--- src/common/cex_regs.svh ---
// Register offsets, field positions, event codes and vector constants of the exception unit
`ifndef CEX_REGS_SVH
`define CEX_REGS_SVH
// ----------------------------------------------------------------------------
// Register byte addresses
// ----------------------------------------------------------------------------
`define CEX_ADDR_TRAP_IMM    32'h0FFF_FFD0
`define CEX_ADDR_EXC_CODE    32'h0FFF_FFD4
`define CEX_ADDR_INT_CODE    32'h0FFF_FFD8
`define CEX_ADDR_INT_ALT     32'h0400_0000
`define CEX_ADDR_VEC_BASE    32'h0FFF_FFC0
`define CEX_ADDR_STATUS      32'h0FFF_FFC4
`define CEX_ADDR_SAVED_PC    32'h0FFF_FFC8
`define CEX_ADDR_SAVED_SR    32'h0FFF_FFCC
// ----------------------------------------------------------------------------
// Status word fields and reset values
// ----------------------------------------------------------------------------
`define CEX_SR_PRIV          30
`define CEX_SR_BANK          29
`define CEX_SR_BLOCK         28
`define CEX_SR_RESET         32'h7000_00F0
`define CEX_ZERO32           32'h0000_0000
// ----------------------------------------------------------------------------
// Vectors and offsets
// ----------------------------------------------------------------------------
`define CEX_RESET_VECTOR     32'hA000_0000
`define CEX_OFS_TLB_MISS     32'h0000_0400
`define CEX_OFS_GENERAL      32'h0000_0100
`define CEX_OFS_INTERRUPT    32'h0000_0600
// ----------------------------------------------------------------------------
// Event codes (bits 11 down to 0)
// ----------------------------------------------------------------------------
`define CEX_CODE_POWER_ON    12'h000
`define CEX_CODE_MANUAL      12'h020
`define CEX_CODE_TLB_RD      12'h040
`define CEX_CODE_TLB_WR      12'h060
`define CEX_CODE_INIT_WRITE  12'h080
`define CEX_CODE_PROT_RD     12'h0A0
`define CEX_CODE_PROT_WR     12'h0C0
`define CEX_CODE_ADDR_RD     12'h0E0
`define CEX_CODE_ADDR_WR     12'h100
`define CEX_CODE_TRAP        12'h160
`define CEX_CODE_RSV_INSTR   12'h180
`define CEX_CODE_ILL_SLOT    12'h1A0
`define CEX_CODE_NMI         12'h1C0
`define CEX_CODE_W           12
`endif

--- src/common/cex_pkg.sv ---
// Types shared by the exception entry unit
package cex_pkg;
  // General exception requests from the pipeline, one bit per event
  typedef struct packed {
    logic fetch_addr_err;
    logic fetch_tlb_miss;
    logic fetch_tlb_inv;
    logic fetch_prot;
    logic rsv_instr;
    logic ill_slot;
    logic trap;
    logic data_addr_err;
    logic data_tlb_miss;
    logic data_tlb_inv;
    logic data_prot;
    logic init_write;
  } cex_gexc_t;
  // Outcome of the acceptance order
  typedef struct packed {
    logic        hit;
    logic        tlb_vec;
    logic [11:0] code;
  } cex_sel_t;
  // Fetch redirect towards the pipeline
  typedef struct packed {
    logic        valid;
    logic [31:0] addr;
  } cex_redir_t;
endpackage

--- src/core/cex_entry.sv ---
// Exception entry, vector selection, return and event registers with an APB slave
`timescale 1ns/1ps
`include "cex_regs.svh"
module cex_entry
  import cex_pkg::*;
(
  input  wire logic             pclk,
  input  wire logic             presetn,
  input  wire logic             psel,
  input  wire logic             penable,
  input  wire logic             pwrite,
  input  wire logic [31:0]      paddr,
  input  wire logic [31:0]      pwdata,
  input  wire logic [3:0]       pstrb,
  output logic      [31:0]      prdata,
  output logic                  pready,
  output logic                  pslverr,
  input  wire logic             manual_reset_n,
  input  wire logic [31:0]      cur_pc,
  input  wire cex_gexc_t        gexc_req,
  input  wire logic             data_write,
  input  wire logic [7:0]       trap_imm,
  input  wire logic             instr_done,
  input  wire logic             nmi_req,
  input  wire logic             irq_req,
  input  wire logic [11:0]      irq_code,
  input  wire logic             rte_exec,
  output cex_redir_t            redirect,
  output logic                  irq_ack,
  output logic      [31:0]      status_word
);
  // --------------------------------------------------------------------------
  // Helper functions
  // --------------------------------------------------------------------------
  // Acceptance order among general exceptions of one instruction
  function automatic cex_sel_t order_pick(input cex_gexc_t r, input logic wr);
    cex_sel_t s;
    s = '{hit: 1'b1, tlb_vec: 1'b0, code: `CEX_CODE_ADDR_RD};
    if (r.fetch_addr_err) begin
      s.code = `CEX_CODE_ADDR_RD;
    end else if (r.fetch_tlb_miss) begin
      s.code    = `CEX_CODE_TLB_RD;
      s.tlb_vec = 1'b1;
    end else if (r.fetch_tlb_inv) begin
      s.code = `CEX_CODE_TLB_RD;
    end else if (r.fetch_prot) begin
      s.code = `CEX_CODE_PROT_RD;
    end else if (r.rsv_instr) begin
      s.code = `CEX_CODE_RSV_INSTR;
    end else if (r.ill_slot) begin
      s.code = `CEX_CODE_ILL_SLOT;
    end else if (r.trap) begin
      s.code = `CEX_CODE_TRAP;
    end else if (r.data_addr_err) begin
      s.code = wr ? `CEX_CODE_ADDR_WR : `CEX_CODE_ADDR_RD;
    end else if (r.data_tlb_miss) begin
      s.code    = wr ? `CEX_CODE_TLB_WR : `CEX_CODE_TLB_RD;
      s.tlb_vec = 1'b1;
    end else if (r.data_tlb_inv) begin
      s.code = wr ? `CEX_CODE_TLB_WR : `CEX_CODE_TLB_RD;
    end else if (r.data_prot) begin
      s.code = wr ? `CEX_CODE_PROT_WR : `CEX_CODE_PROT_RD;
    end else if (r.init_write) begin
      s.code = `CEX_CODE_INIT_WRITE;
    end else begin
      s.hit = 1'b0;
    end
    return s;
  endfunction

  // Handler address: wrapping 32-bit sum of base and offset
  function automatic logic [31:0] vec_addr(input logic [31:0] base, input logic [31:0] ofs);
    logic [32:0] sum;
    sum = {1'b0, base} + {1'b0, ofs};
    return sum[31:0];
  endfunction

  // Byte-lane merge of an APB write
  function automatic logic [31:0] lane_merge(input logic [31:0] old, input logic [31:0] wd,
                                             input logic [3:0] st);
    logic [31:0] m;
    m = old;
    for (int i = 0; i < 4; i++) begin
      if (st[i]) begin
        m[i*8 +: 8] = wd[i*8 +: 8];
      end
    end
    return m;
  endfunction

  // --------------------------------------------------------------------------
  // Registers
  // --------------------------------------------------------------------------
  logic [31:0] trap_immediate_r;
  logic [31:0] exception_event_code_r;
  logic [31:0] interrupt_event_code_r;
  logic [31:0] interrupt_event_code_alt_r;
  logic [31:0] vector_base_r;
  logic [31:0] status_word_r;
  logic [31:0] saved_program_counter_r;
  logic [31:0] saved_status_word_r;
  logic        mrst_s1_r;
  logic        mrst_s2_r;
  logic        mrst_s3_r;
  logic        por_pend_r;
  cex_redir_t  redirect_r;
  logic        irq_ack_r;
  logic [31:0] prdata_r;
  logic        pready_r;
  logic        pslverr_r;

  // --------------------------------------------------------------------------
  // Event classification and selection
  // --------------------------------------------------------------------------
  cex_sel_t    gsel;
  logic        block_bit;
  logic        mrst_take;
  logic        reset_take;
  logic        gexc_take;
  logic        gexc_enter;
  logic        blocked_fault;
  logic        irq_take;
  logic        rte_take;
  logic        entry;
  logic [11:0] int_code;
  logic [31:0] entry_sr;

  // Manual reset edge after the synchroniser, power-on redirect once
  assign gsel          = order_pick(gexc_req, data_write);
  assign block_bit     = status_word_r[`CEX_SR_BLOCK];
  assign mrst_take     = ~mrst_s2_r & mrst_s3_r;
  assign reset_take    = mrst_take | por_pend_r;
  // Resets first, general exceptions second, interrupts third, return last
  assign gexc_take     = gsel.hit & ~reset_take;
  assign gexc_enter    = gexc_take & ~block_bit;
  assign blocked_fault = gexc_take & block_bit;
  assign irq_take      = (nmi_req | irq_req) & instr_done & ~block_bit
                         & ~reset_take & ~gsel.hit;
  assign rte_take      = rte_exec & ~reset_take & ~gsel.hit & ~irq_take;
  assign entry         = gexc_enter | irq_take;
  assign int_code      = nmi_req ? `CEX_CODE_NMI : irq_code;
  // Status on entry: block, privilege and bank all set
  assign entry_sr      = status_word_r | (32'h0000_0001 << `CEX_SR_BLOCK)
                                       | (32'h0000_0001 << `CEX_SR_PRIV)
                                       | (32'h0000_0001 << `CEX_SR_BANK);

  // --------------------------------------------------------------------------
  // APB decode
  // --------------------------------------------------------------------------
  logic        apb_setup;
  logic        apb_wr;
  logic        hit_trap;
  logic        hit_exc;
  logic        hit_int;
  logic        hit_alt;
  logic        hit_vb;
  logic        hit_sr;
  logic        hit_spc;
  logic        hit_ssr;
  logic        hit_any;
  logic [31:0] rd_mux;

  assign apb_setup = psel & ~penable;
  assign apb_wr    = psel & penable & pready_r & pwrite & ~pslverr_r;
  assign hit_trap  = paddr == `CEX_ADDR_TRAP_IMM;
  assign hit_exc   = paddr == `CEX_ADDR_EXC_CODE;
  assign hit_int   = paddr == `CEX_ADDR_INT_CODE;
  assign hit_alt   = paddr == `CEX_ADDR_INT_ALT;
  assign hit_vb    = paddr == `CEX_ADDR_VEC_BASE;
  assign hit_sr    = paddr == `CEX_ADDR_STATUS;
  assign hit_spc   = paddr == `CEX_ADDR_SAVED_PC;
  assign hit_ssr   = paddr == `CEX_ADDR_SAVED_SR;
  assign hit_any   = hit_trap | hit_exc | hit_int | hit_alt | hit_vb | hit_sr | hit_spc | hit_ssr;
  assign rd_mux    = hit_trap ? trap_immediate_r :
                     hit_exc  ? exception_event_code_r :
                     hit_int  ? interrupt_event_code_r :
                     hit_alt  ? interrupt_event_code_alt_r :
                     hit_vb   ? vector_base_r :
                     hit_sr   ? status_word_r :
                     hit_spc  ? saved_program_counter_r :
                     hit_ssr  ? saved_status_word_r : `CEX_ZERO32;

  // --------------------------------------------------------------------------
  // Next values; hardware events win over a same-cycle software write
  // --------------------------------------------------------------------------
  logic [31:0] status_word_nxt;
  logic [31:0] exc_code_nxt;
  logic [31:0] int_code_nxt;
  logic [31:0] trap_nxt;
  logic [31:0] redirect_addr_nxt;

  assign status_word_nxt   = (reset_take | blocked_fault) ? `CEX_SR_RESET :
                             entry     ? entry_sr :
                             rte_take  ? saved_status_word_r :
                             (apb_wr & hit_sr) ? lane_merge(status_word_r, pwdata, pstrb) :
                             status_word_r;
  assign exc_code_nxt      = mrst_take  ? {20'h0_0000, `CEX_CODE_MANUAL} :
                             por_pend_r ? {20'h0_0000, `CEX_CODE_POWER_ON} :
                             gexc_take  ? {20'h0_0000, gsel.code} :
                             (apb_wr & hit_exc) ? lane_merge(exception_event_code_r, pwdata, pstrb) :
                             exception_event_code_r;
  assign int_code_nxt      = irq_take ? {20'h0_0000, int_code} :
                             (apb_wr & hit_int) ? lane_merge(interrupt_event_code_r, pwdata, pstrb) :
                             interrupt_event_code_r;
  assign trap_nxt          = (gexc_enter & gsel.code == `CEX_CODE_TRAP) ? {24'h00_0000, trap_imm} :
                             (apb_wr & hit_trap) ? lane_merge(trap_immediate_r, pwdata, pstrb) :
                             trap_immediate_r;
  assign redirect_addr_nxt = (reset_take | blocked_fault) ? `CEX_RESET_VECTOR :
                             gexc_enter ? vec_addr(vector_base_r, gsel.tlb_vec ?
                                                   `CEX_OFS_TLB_MISS : `CEX_OFS_GENERAL) :
                             irq_take   ? vec_addr(vector_base_r, `CEX_OFS_INTERRUPT) :
                             saved_program_counter_r;

  // --------------------------------------------------------------------------
  // Manual reset synchroniser
  // --------------------------------------------------------------------------
  always_ff @(posedge pclk or negedge presetn) begin
    if (!presetn) begin
      mrst_s1_r <= 1'b1;
      mrst_s2_r <= 1'b1;
      mrst_s3_r <= 1'b1;
    end else begin
      mrst_s1_r <= manual_reset_n;
      mrst_s2_r <= mrst_s1_r;
      mrst_s3_r <= mrst_s2_r;
    end
  end

  // Event code, status and trap registers
  always_ff @(posedge pclk or negedge presetn) begin
    if (!presetn) begin
      status_word_r              <= `CEX_SR_RESET;
      exception_event_code_r     <= `CEX_ZERO32;
      interrupt_event_code_r     <= `CEX_ZERO32;
      interrupt_event_code_alt_r <= `CEX_ZERO32;
      trap_immediate_r           <= `CEX_ZERO32;
      por_pend_r                 <= 1'b1;
    end else begin
      status_word_r              <= status_word_nxt;
      exception_event_code_r     <= exc_code_nxt;
      interrupt_event_code_r     <= int_code_nxt;
      interrupt_event_code_alt_r <= irq_take ? {20'h0_0000, int_code} : interrupt_event_code_alt_r;
      trap_immediate_r           <= trap_nxt;
      por_pend_r                 <= 1'b0;
    end
  end

  // Saved copies and vector base
  always_ff @(posedge pclk or negedge presetn) begin
    if (!presetn) begin
      saved_program_counter_r <= `CEX_ZERO32;
      saved_status_word_r     <= `CEX_ZERO32;
      vector_base_r           <= `CEX_ZERO32;
    end else begin
      if (entry) begin
        saved_program_counter_r <= cur_pc;
        saved_status_word_r     <= status_word_r;
      end else if (apb_wr & hit_spc) begin
        saved_program_counter_r <= lane_merge(saved_program_counter_r, pwdata, pstrb);
      end else if (apb_wr & hit_ssr) begin
        saved_status_word_r     <= lane_merge(saved_status_word_r, pwdata, pstrb);
      end
      if (apb_wr & hit_vb) begin
        vector_base_r <= lane_merge(vector_base_r, pwdata, pstrb);
      end
    end
  end

  // Redirect and acknowledge towards the pipeline
  always_ff @(posedge pclk or negedge presetn) begin
    if (!presetn) begin
      redirect_r <= '{valid: 1'b0, addr: `CEX_RESET_VECTOR};
      irq_ack_r  <= 1'b0;
    end else begin
      redirect_r.valid <= reset_take | gexc_take | irq_take | rte_take;
      redirect_r.addr  <= redirect_addr_nxt;
      irq_ack_r        <= irq_take;
    end
  end

  // APB answer: prepared in setup, ready in the first access cycle
  always_ff @(posedge pclk or negedge presetn) begin
    if (!presetn) begin
      prdata_r  <= `CEX_ZERO32;
      pready_r  <= 1'b0;
      pslverr_r <= 1'b0;
    end else begin
      pready_r  <= apb_setup;
      pslverr_r <= apb_setup & (~hit_any | (pwrite & hit_alt));
      prdata_r  <= (apb_setup & ~pwrite) ? rd_mux : `CEX_ZERO32;
    end
  end

  assign prdata      = prdata_r;
  assign pready      = pready_r;
  assign pslverr     = pslverr_r;
  assign redirect    = redirect_r;
  assign irq_ack     = irq_ack_r;
  assign status_word = status_word_r;
endmodule

--- config.mk ---
export PLATFORM = sky130hd
export DESIGN_NAME = cex_entry
export DESIGN_NICKNAME = d
export VERILOG_FILES = /design/src/common/cex_pkg.sv /design/src/core/cex_entry.sv
export VERILOG_INCLUDE_DIRS = /design/src /design/src/common
export SDC_FILE = /design/constraint.sdc
export NUM_CORES = 1
export LEC_CHECK = 0
export BUFFER_PORTS_ARGS = -buffer_cell sky130_fd_sc_hd__clkbuf_2
export CAP_MARGIN = 30
export CORE_MARGIN = 1.5
export CORE_UTILIZATION = 40
export CTS_CLUSTER_DIAMETER = 80
export CTS_CLUSTER_SIZE = 40
export DETAILED_ROUTE_END_ITERATION = 8
export SYNTH_ARGS = -nofsm -noshare
export SYNTH_HDL_FRONTEND = slang
export SYNTH_SLANG_ARGS = --single-unit
--- constraint.sdc ---
create_clock -name pclk -period 2.9 [get_ports pclk]
set_input_delay 0 -clock pclk [delete_from_list [all_inputs] [get_ports pclk]]
set_output_delay 0 -clock pclk [all_outputs]
set_load 0.01 [all_outputs]
==> results of run 1 <==
## where the power goes
group / internal, mW / switching [mW]
clock network: 1.39 / 1.75
logic: 0.264 / 0.377
registers: 4.31 / 0.00822
## logic make-up after synthesis
kind of cell,Yosys count,synth area share
buffers and inverters,108,0.0278
XOR/XNOR,23,0.0125
adder cells (fa/ha/maj),4,0.00311
other,1,0.000233
AO/OA/AOI/OAI,356,0.136
AND/OR/NAND/NOR,460,0.138
multiplexers,302,0.202
flip-flops,308,0.480
## what timing repair did
action / in CTS / in global routing
gates resized for setup: 0 / 0
buffers inserted: 0 / 1
hold endpoints to repair: 321 / 0
hold buffers: 131 / 0
setup endpoints to repair: 0 / 7
## per-layer routing
metal  vias up  GRT usage
li1       6433          -
met1      7175      0.395
met2       553      0.417
met5         -          0
met3        71     0.0393
met4         0     0.0608
## cell usage after synthesis, drive strengths merged (3+ instances only)
library cell | count | area share
mux2 | 63 | 0.044
dfrtp | 295 | 0.46
clkbuf | 60 | 0.014
nand3 | 20 | 0.0065
o221ai | 21 | 0.011
nand4 | 29 | 0.016
a22o | 16 | 0.0087
ha | 4 | 0.0031
a211o | 4 | 0.0022
o21ai | 88 | 0.027
nand2b | 9 | 0.0035
and2 | 7 | 0.0029
a2111oi | 5 | 0.0027
o21bai | 3 | 0.0014
or2 | 6 | 0.0023
dfstp | 13 | 0.021
or3 | 9 | 0.0035
a22oi | 24 | 0.011
mux2i | 227 | 0.14
and3 | 4 | 0.0016
o22ai | 9 | 0.0035
nor2 | 219 | 0.052
nor4 | 11 | 0.0056
xnor2 | 10 | 0.0054
and4 | 4 | 0.0022
inv | 12 | 0.0028
nor3 | 28 | 0.011
xor2 | 13 | 0.0071
a31oi | 14 | 0.0073
mux4 | 12 | 0.017
buf | 35 | 0.011
nand2 | 100 | 0.023
a211oi | 14 | 0.0065
a21oi | 139 | 0.043
## per-stage QoR
| stage | hold slack [ns] | total power [mW] |
|---|---|---|
| 6_report | 0.0364 | 8.10 |
| 5_1_grt | 0.0941 | 8.35 |
| 4_1_cts | 0.0228 | 8.17 |
| 3_5_place_dp | 0.0918 | 4.93 |
| 3_3_place_gp | 0.0982 | 4.92 |
| 2_1_floorplan | -0.296 | 4.57 |
## final timing paths
check,from,endpoint,slack [ns],depth (start not counted)
hold reg to reg,mrst_s1_r,mrst_s2_r,0.37,0
setup / recovery,mrst_s3_r,saved_program_counter_r[19],0.11,8
setup reg to reg,mrst_s3_r,saved_program_counter_r[19],0.11,8
max in group asynchronous,presetn,trap_immediate_r[12],1.95,3
min in group asynchronous,presetn,saved_program_counter_r[1],0.08,2
hold / removal,psel,prdata[3],0.04,5
## area by class of cell
cell class / instances / area, um2 / area share
Antenna cell: 1 / 2.50 / 0.000123
Clock inverter: 13 / 185 / 0.00912
Inverter: 13 / 48.8 / 0.00240
Multi-Input combinational cell: 1146 / 7970 / 0.392
Clock buffer: 21 / 503 / 0.0248
Tap cell: 525 / 657 / 0.0324
Sequential cell: 308 / 7720 / 0.381
Timing Repair Buffer: 453 / 3210 / 0.158
## sequential cells by signal, summed over array words and instances, names as in the netlist, 12 cells and up
signal,cells
status_word,32
saved_status_word_r,32
vector_base_r,32
exception_event_code_r,32
redirect,33
trap_immediate_r,32
prdata,32
saved_program_counter_r,32
interrupt_event_code_alt_r,12
interrupt_event_code_r,32
## placed cells by master, fill, tap and decap left out, types with 10 or more instances in the layout
cell,n
a211oi_1,14
a21oi_1,139
a22o_1,16
a22oi_1,24
a31oi_1,12
buf_4,75
clkbuf_16,19
clkbuf_2,240
dfrtp_1,295
dfstp_2,13
dlygate4sd3_1,131
inv_1,12
mux2_2,62
mux2i_1,227
mux4_2,12
nand2_1,98
nand3_1,19
nand4_1,18
nand4_2,10
nor2_1,210
nor3_1,20
o21ai_0,88
o221ai_1,21
xnor2_1,10
xor2_1,13
## tightest hold or removal path, cell delays in order
cell	delay [ns]
clkbuf_2	0.12
nand2b_1	0.11
nor2_1	0.16
o21ai_0	0.11
nor2_1	0.04
==> impl_results.md, run 1 <==
* GP Congestion at 0.889
* Die W at 204 um
* Clk Latency, worst-skew pair at 0.55 ns
* Tmin final at 2.79 ns
* Via/cell ratio at 5.74
* Dpl ws at 0.243 ns
* Met3 WL at 4.04 mm
* P per Cell Area at 399 mW/mm2
* Setup TNS at 0 ns
* Final setup fails at 0
* Detailed placement HPWL at 40.8 mm
* Met2 wire length at 25.1 mm
* DR pass1 iterations at 8
* Worst Skew at 0.0196 ns
* Post-route ant nets at 0
* Slowest stage delay, CP at 0.57 ns
* Initial antenna violation count at 1
* Top FF cell, synth: dfrtp_1
* CTS tree: done
* Post-layout nets at 2088
* Finished Cell Area at 0.0203 mm2
* Crit path required time at 3.38 ns
* Fmax at 0.359 GHz
* Post-synth EDFFs at 0
* Total gr overflow at 0
* Fin crit share at 0.961
* PortBufs at 242
* Clk buf depth at 3
* Post-synth net total at 1709
* Vias in the first global route at 13900
* VDD IR max at 0.000307 V
* Critical path endpoint category: register
* Largest net degree at the start of global routing at 93
* Worst min path class: in -> reg
* Top Metal Used: met4
* Routed vias at 14200
* Synth-to-layout area growth at 26.1%
* Library cells used by synthesis at 77
* Cts bufs inserted at 19
* Max H-tree Level at 1
* DP Area at 0.0183 mm2
* Wirelength per Cell at 22.6 um
* Leakage at 9.90 nW
* #FFs+latches synth at 308
* Delay-heaviest family, CP: buffers and inverters
* Reg clk slew, reported paths at 0.11 ns
* Type of origin of the critical path: register
* RSZ-0062 raised after global routing: false
* Initial core utilization at 0.405
* Worst EP arrival at 3.27 ns
* Synth Instances at 1562
* Vert. Die Dim at 204 um
* Setup CP Type: reg -> reg
* Cells after DPL at 2313
* Initial DRC Count at 1113
* Tot GR Track Use at 0.269
* Max-cap violations at 0
* First-pass GRT wire length at 85.0 mm
* Die ar. at 0.0415 mm2
* Worst setup margin at 0.112 ns
* Synthesized cell area at 0.0161 mm2
* Slew @ Worst Pin at 0.918 ns
* Final hold vios at 0
* Num ports at 243
* CTS root buffer: clkbuf_16
* Syn_area_per_cell at 10.3 um2
* Ys Warns at 0
* Relative slew slack at 0.386
* Drt total wl at 56.0 mm
* Fillcell total at 3677
* Max-slew violation count at 0
* Post-synthesis sequential area ratio at 0.480
* DRC errors left at 0
* DRT met1 WL at 25.7 mm
* Asr flop ratio synth at 1.00
* Buf/Inv on CP at 3
* Status: completed
* Core ar. at 0.0397 mm2
* Crit-path cells: nor2b_1 -> nor3_2 -> buf_4 -> a32oi_4 -> buf_12 -> nor2_1 -> a21oi_1 -> dlygate4sd3_1
* Critical path peak fanout at 67
* Clock Sinks at 308
* Highest-delay cell along the critical path: dlygate4sd3_1
* Layout cells sized above 1 at 0.251
* Row cnt at 73
* Fin cells at 2480
* Post-Route Utilization at 0.511
(Power assumes the default switching activity.)
==> run 2, diff against run 1 <==
Settings changed: GPL_ROUTABILITY_DRIVEN from default to 0, RECOVER_POWER from default to 25.
==> run 2 against run 1 <==
Highest routed layer unchanged. Die area stayed put. The flow now finishes with violations (capacitance limit, slew limit). Setup slack better by 0.051 ns. Largest cell class unchanged. Wire length is 0.72% higher. Fmax is 1.9% higher. Cell count hardly changed. Largest power group unchanged.
==> impl_results.md, run 2 (synthesis gave the netlist of run 1 again) <==
* Total gr overflow at 0
* Core ar. at 0.0397 mm2
* Leakage at 9.90 nW
* Relative slew slack at -0.682
* Cells after DPL at 2313
* Type of origin of the critical path: register
* Commonest non-fill, non-tap cell in the layout: dfrtp_1
* Die ar. at 0.0415 mm2
* Critical path endpoint category: register
* Cts bufs inserted at 19
* Post-route ant nets at 0
* Final setup fails at 0
* CTS tree: done
* Worst Skew at 0.0209 ns
* Hold_sp: gexc_req[7]
* Fin crit share at 0.944
* Slowest stage delay, CP at 0.58 ns
* Initial antenna violation count at 1
* CTS root buffer: clkbuf_16
* Crit path required time at 3.38 ns
* Num ports at 243
* Initial core utilization at 0.405
* Vert. Die Dim at 204 um
* Highest-delay cell along the critical path: dlygate4sd3_1
* Fmax at 0.365 GHz
* Fin cells at 2479
* Max-cap violations at 1
* VDD IR max at 0.000360 V
* P per Cell Area at 404 mW/mm2
* Crit-path cells: nor2b_1 -> nor3_1 -> buf_4 -> a32oi_4 -> buf_12 -> nor2_1 -> a21oi_1 -> dlygate4sd3_1
* Clock Sinks at 308
* DRC errors left at 0
* Post-layout nets at 2087
* Slew @ Worst Pin at 2.52 ns
* DP Area at 0.0183 mm2
* Max H-tree Level at 1
* Tot GR Track Use at 0.271
* Reg2reg start: mrst_s3_r
* Row cnt at 73
* Initial DRC Count at 1421
* Finished Cell Area at 0.0203 mm2
* DR pass1 iterations at 6
* Delay-heaviest family, CP: buffers and inverters
* Tmin final at 2.74 ns
* Detailed placement HPWL at 40.9 mm
* Final hold vios at 0
* Worst Setup SP: mrst_s3_r
* Synth-to-layout area growth at 26.2%
* Reg clk slew, reported paths at 0.09 ns
* Die W at 204 um
* Largest net degree at the start of global routing at 91
* Buf/Inv on CP at 3
* Setup TNS at 0 ns
* Clk Latency, worst-skew pair at 0.56 ns
* Most frequent cells in the layout: dfrtp_1 (295), clkbuf_2 (241), mux2i_1 (227), nor2_1 (210), a21oi_1 (139)
* RSZ-0062 raised after global routing: false
* Via/cell ratio at 5.77
* Max reg flops at 33
* Wirelength per Cell at 22.7 um
* Status: finished with violations
* Max-slew violation count at 87
* Layout cells sized above 1 at 0.250
* Drt total wl at 56.4 mm
* Setup CP Type: reg -> reg
* Routed vias at 14300
* Worst min path class: in -> reg
* PortBufs at 242
* Vias in the first global route at 14000
* Critical path peak fanout at 65
* Failing checks: capacitance limit, slew limit
* First-pass GRT wire length at 85.6 mm
* Clk buf depth at 3
* Worst EP arrival at 3.21 ns
==> run 2: worst register-to-register path, stage by stage (launching register included) <==
cell           delay [ns]
dfstp_2              0.52
nor2b_1              0.31
nor3_1               0.13
buf_4                0.20
a32oi_4              0.33
buf_12               0.34
nor2_1               0.12
a21oi_1              0.14
dlygate4sd3_1        0.58
==> run 2: per-stage QoR <==
stage                     utilization  hold WS (ns)  power [mW]  worst slack [ns]
after floorplan                     -        -0.296        4.57             0.567
after global placement          0.461        0.0722        4.93             0.272
after detailed placement        0.461        0.0685        4.93             0.252
after CTS                       0.511        0.0238        8.25            0.0740
after global routing            0.511        0.0777        8.44            0.0207
final                           0.511        0.0179        8.20             0.164
==> run 2: area by class of cell <==
| cell class | instances | area [um2] |
|---|---|---|
| antenna | 1 | 2.50 |
| clock buffer | 20 | 479 |
| clock inverter | 14 | 224 |
| fill | 3641 | 19400 |
| inverter | 13 | 48.8 |
| multi-input combinational | 1146 | 7970 |
| sequential | 308 | 7720 |
| tap | 525 | 657 |
| timing repair buffer | 452 | 3220 |
==> run 2: power breakdown <==
group	switching (mW)	internal, mW
clock network	1.75	1.49
logic	0.382	0.264
registers	0.00887	4.31
==> run 2: timing repair <==
action | 4_1_cts | 5_1_grt
endpoints found under the setup margin | 0 | 4
buffers inserted | 0 | 1
endpoints found under the hold margin | 394 | 0
gates resized for setup | 0 | 0
hold buffers | 130 | 0
==> run 2: layer usage <==
metal  global-route usage  part of all wire  vias to the layer above
met4               0.0690             0.023                        0
met5                    0                 0                        -
li1                     -                 -                     6433
met2                0.419              0.44                      597
met1                0.398              0.46                     7196
met3               0.0361             0.072                       80
==> run 2: worst paths after layout <==
kind / endpoint / slack [ns] / cells past startpoint
max in group asynchronous: prdata[19] / 0.67 / 2
worst min register to register: mrst_s2_r / 0.36 / 0
worst max register to register: saved_program_counter_r[7] / 0.16 / 8
worst min-delay path: exception_event_code_r[5] / 0.02 / 5
min in group asynchronous: redirect[5] / 0.69 / 2
worst max-delay path: saved_program_counter_r[7] / 0.16 / 8
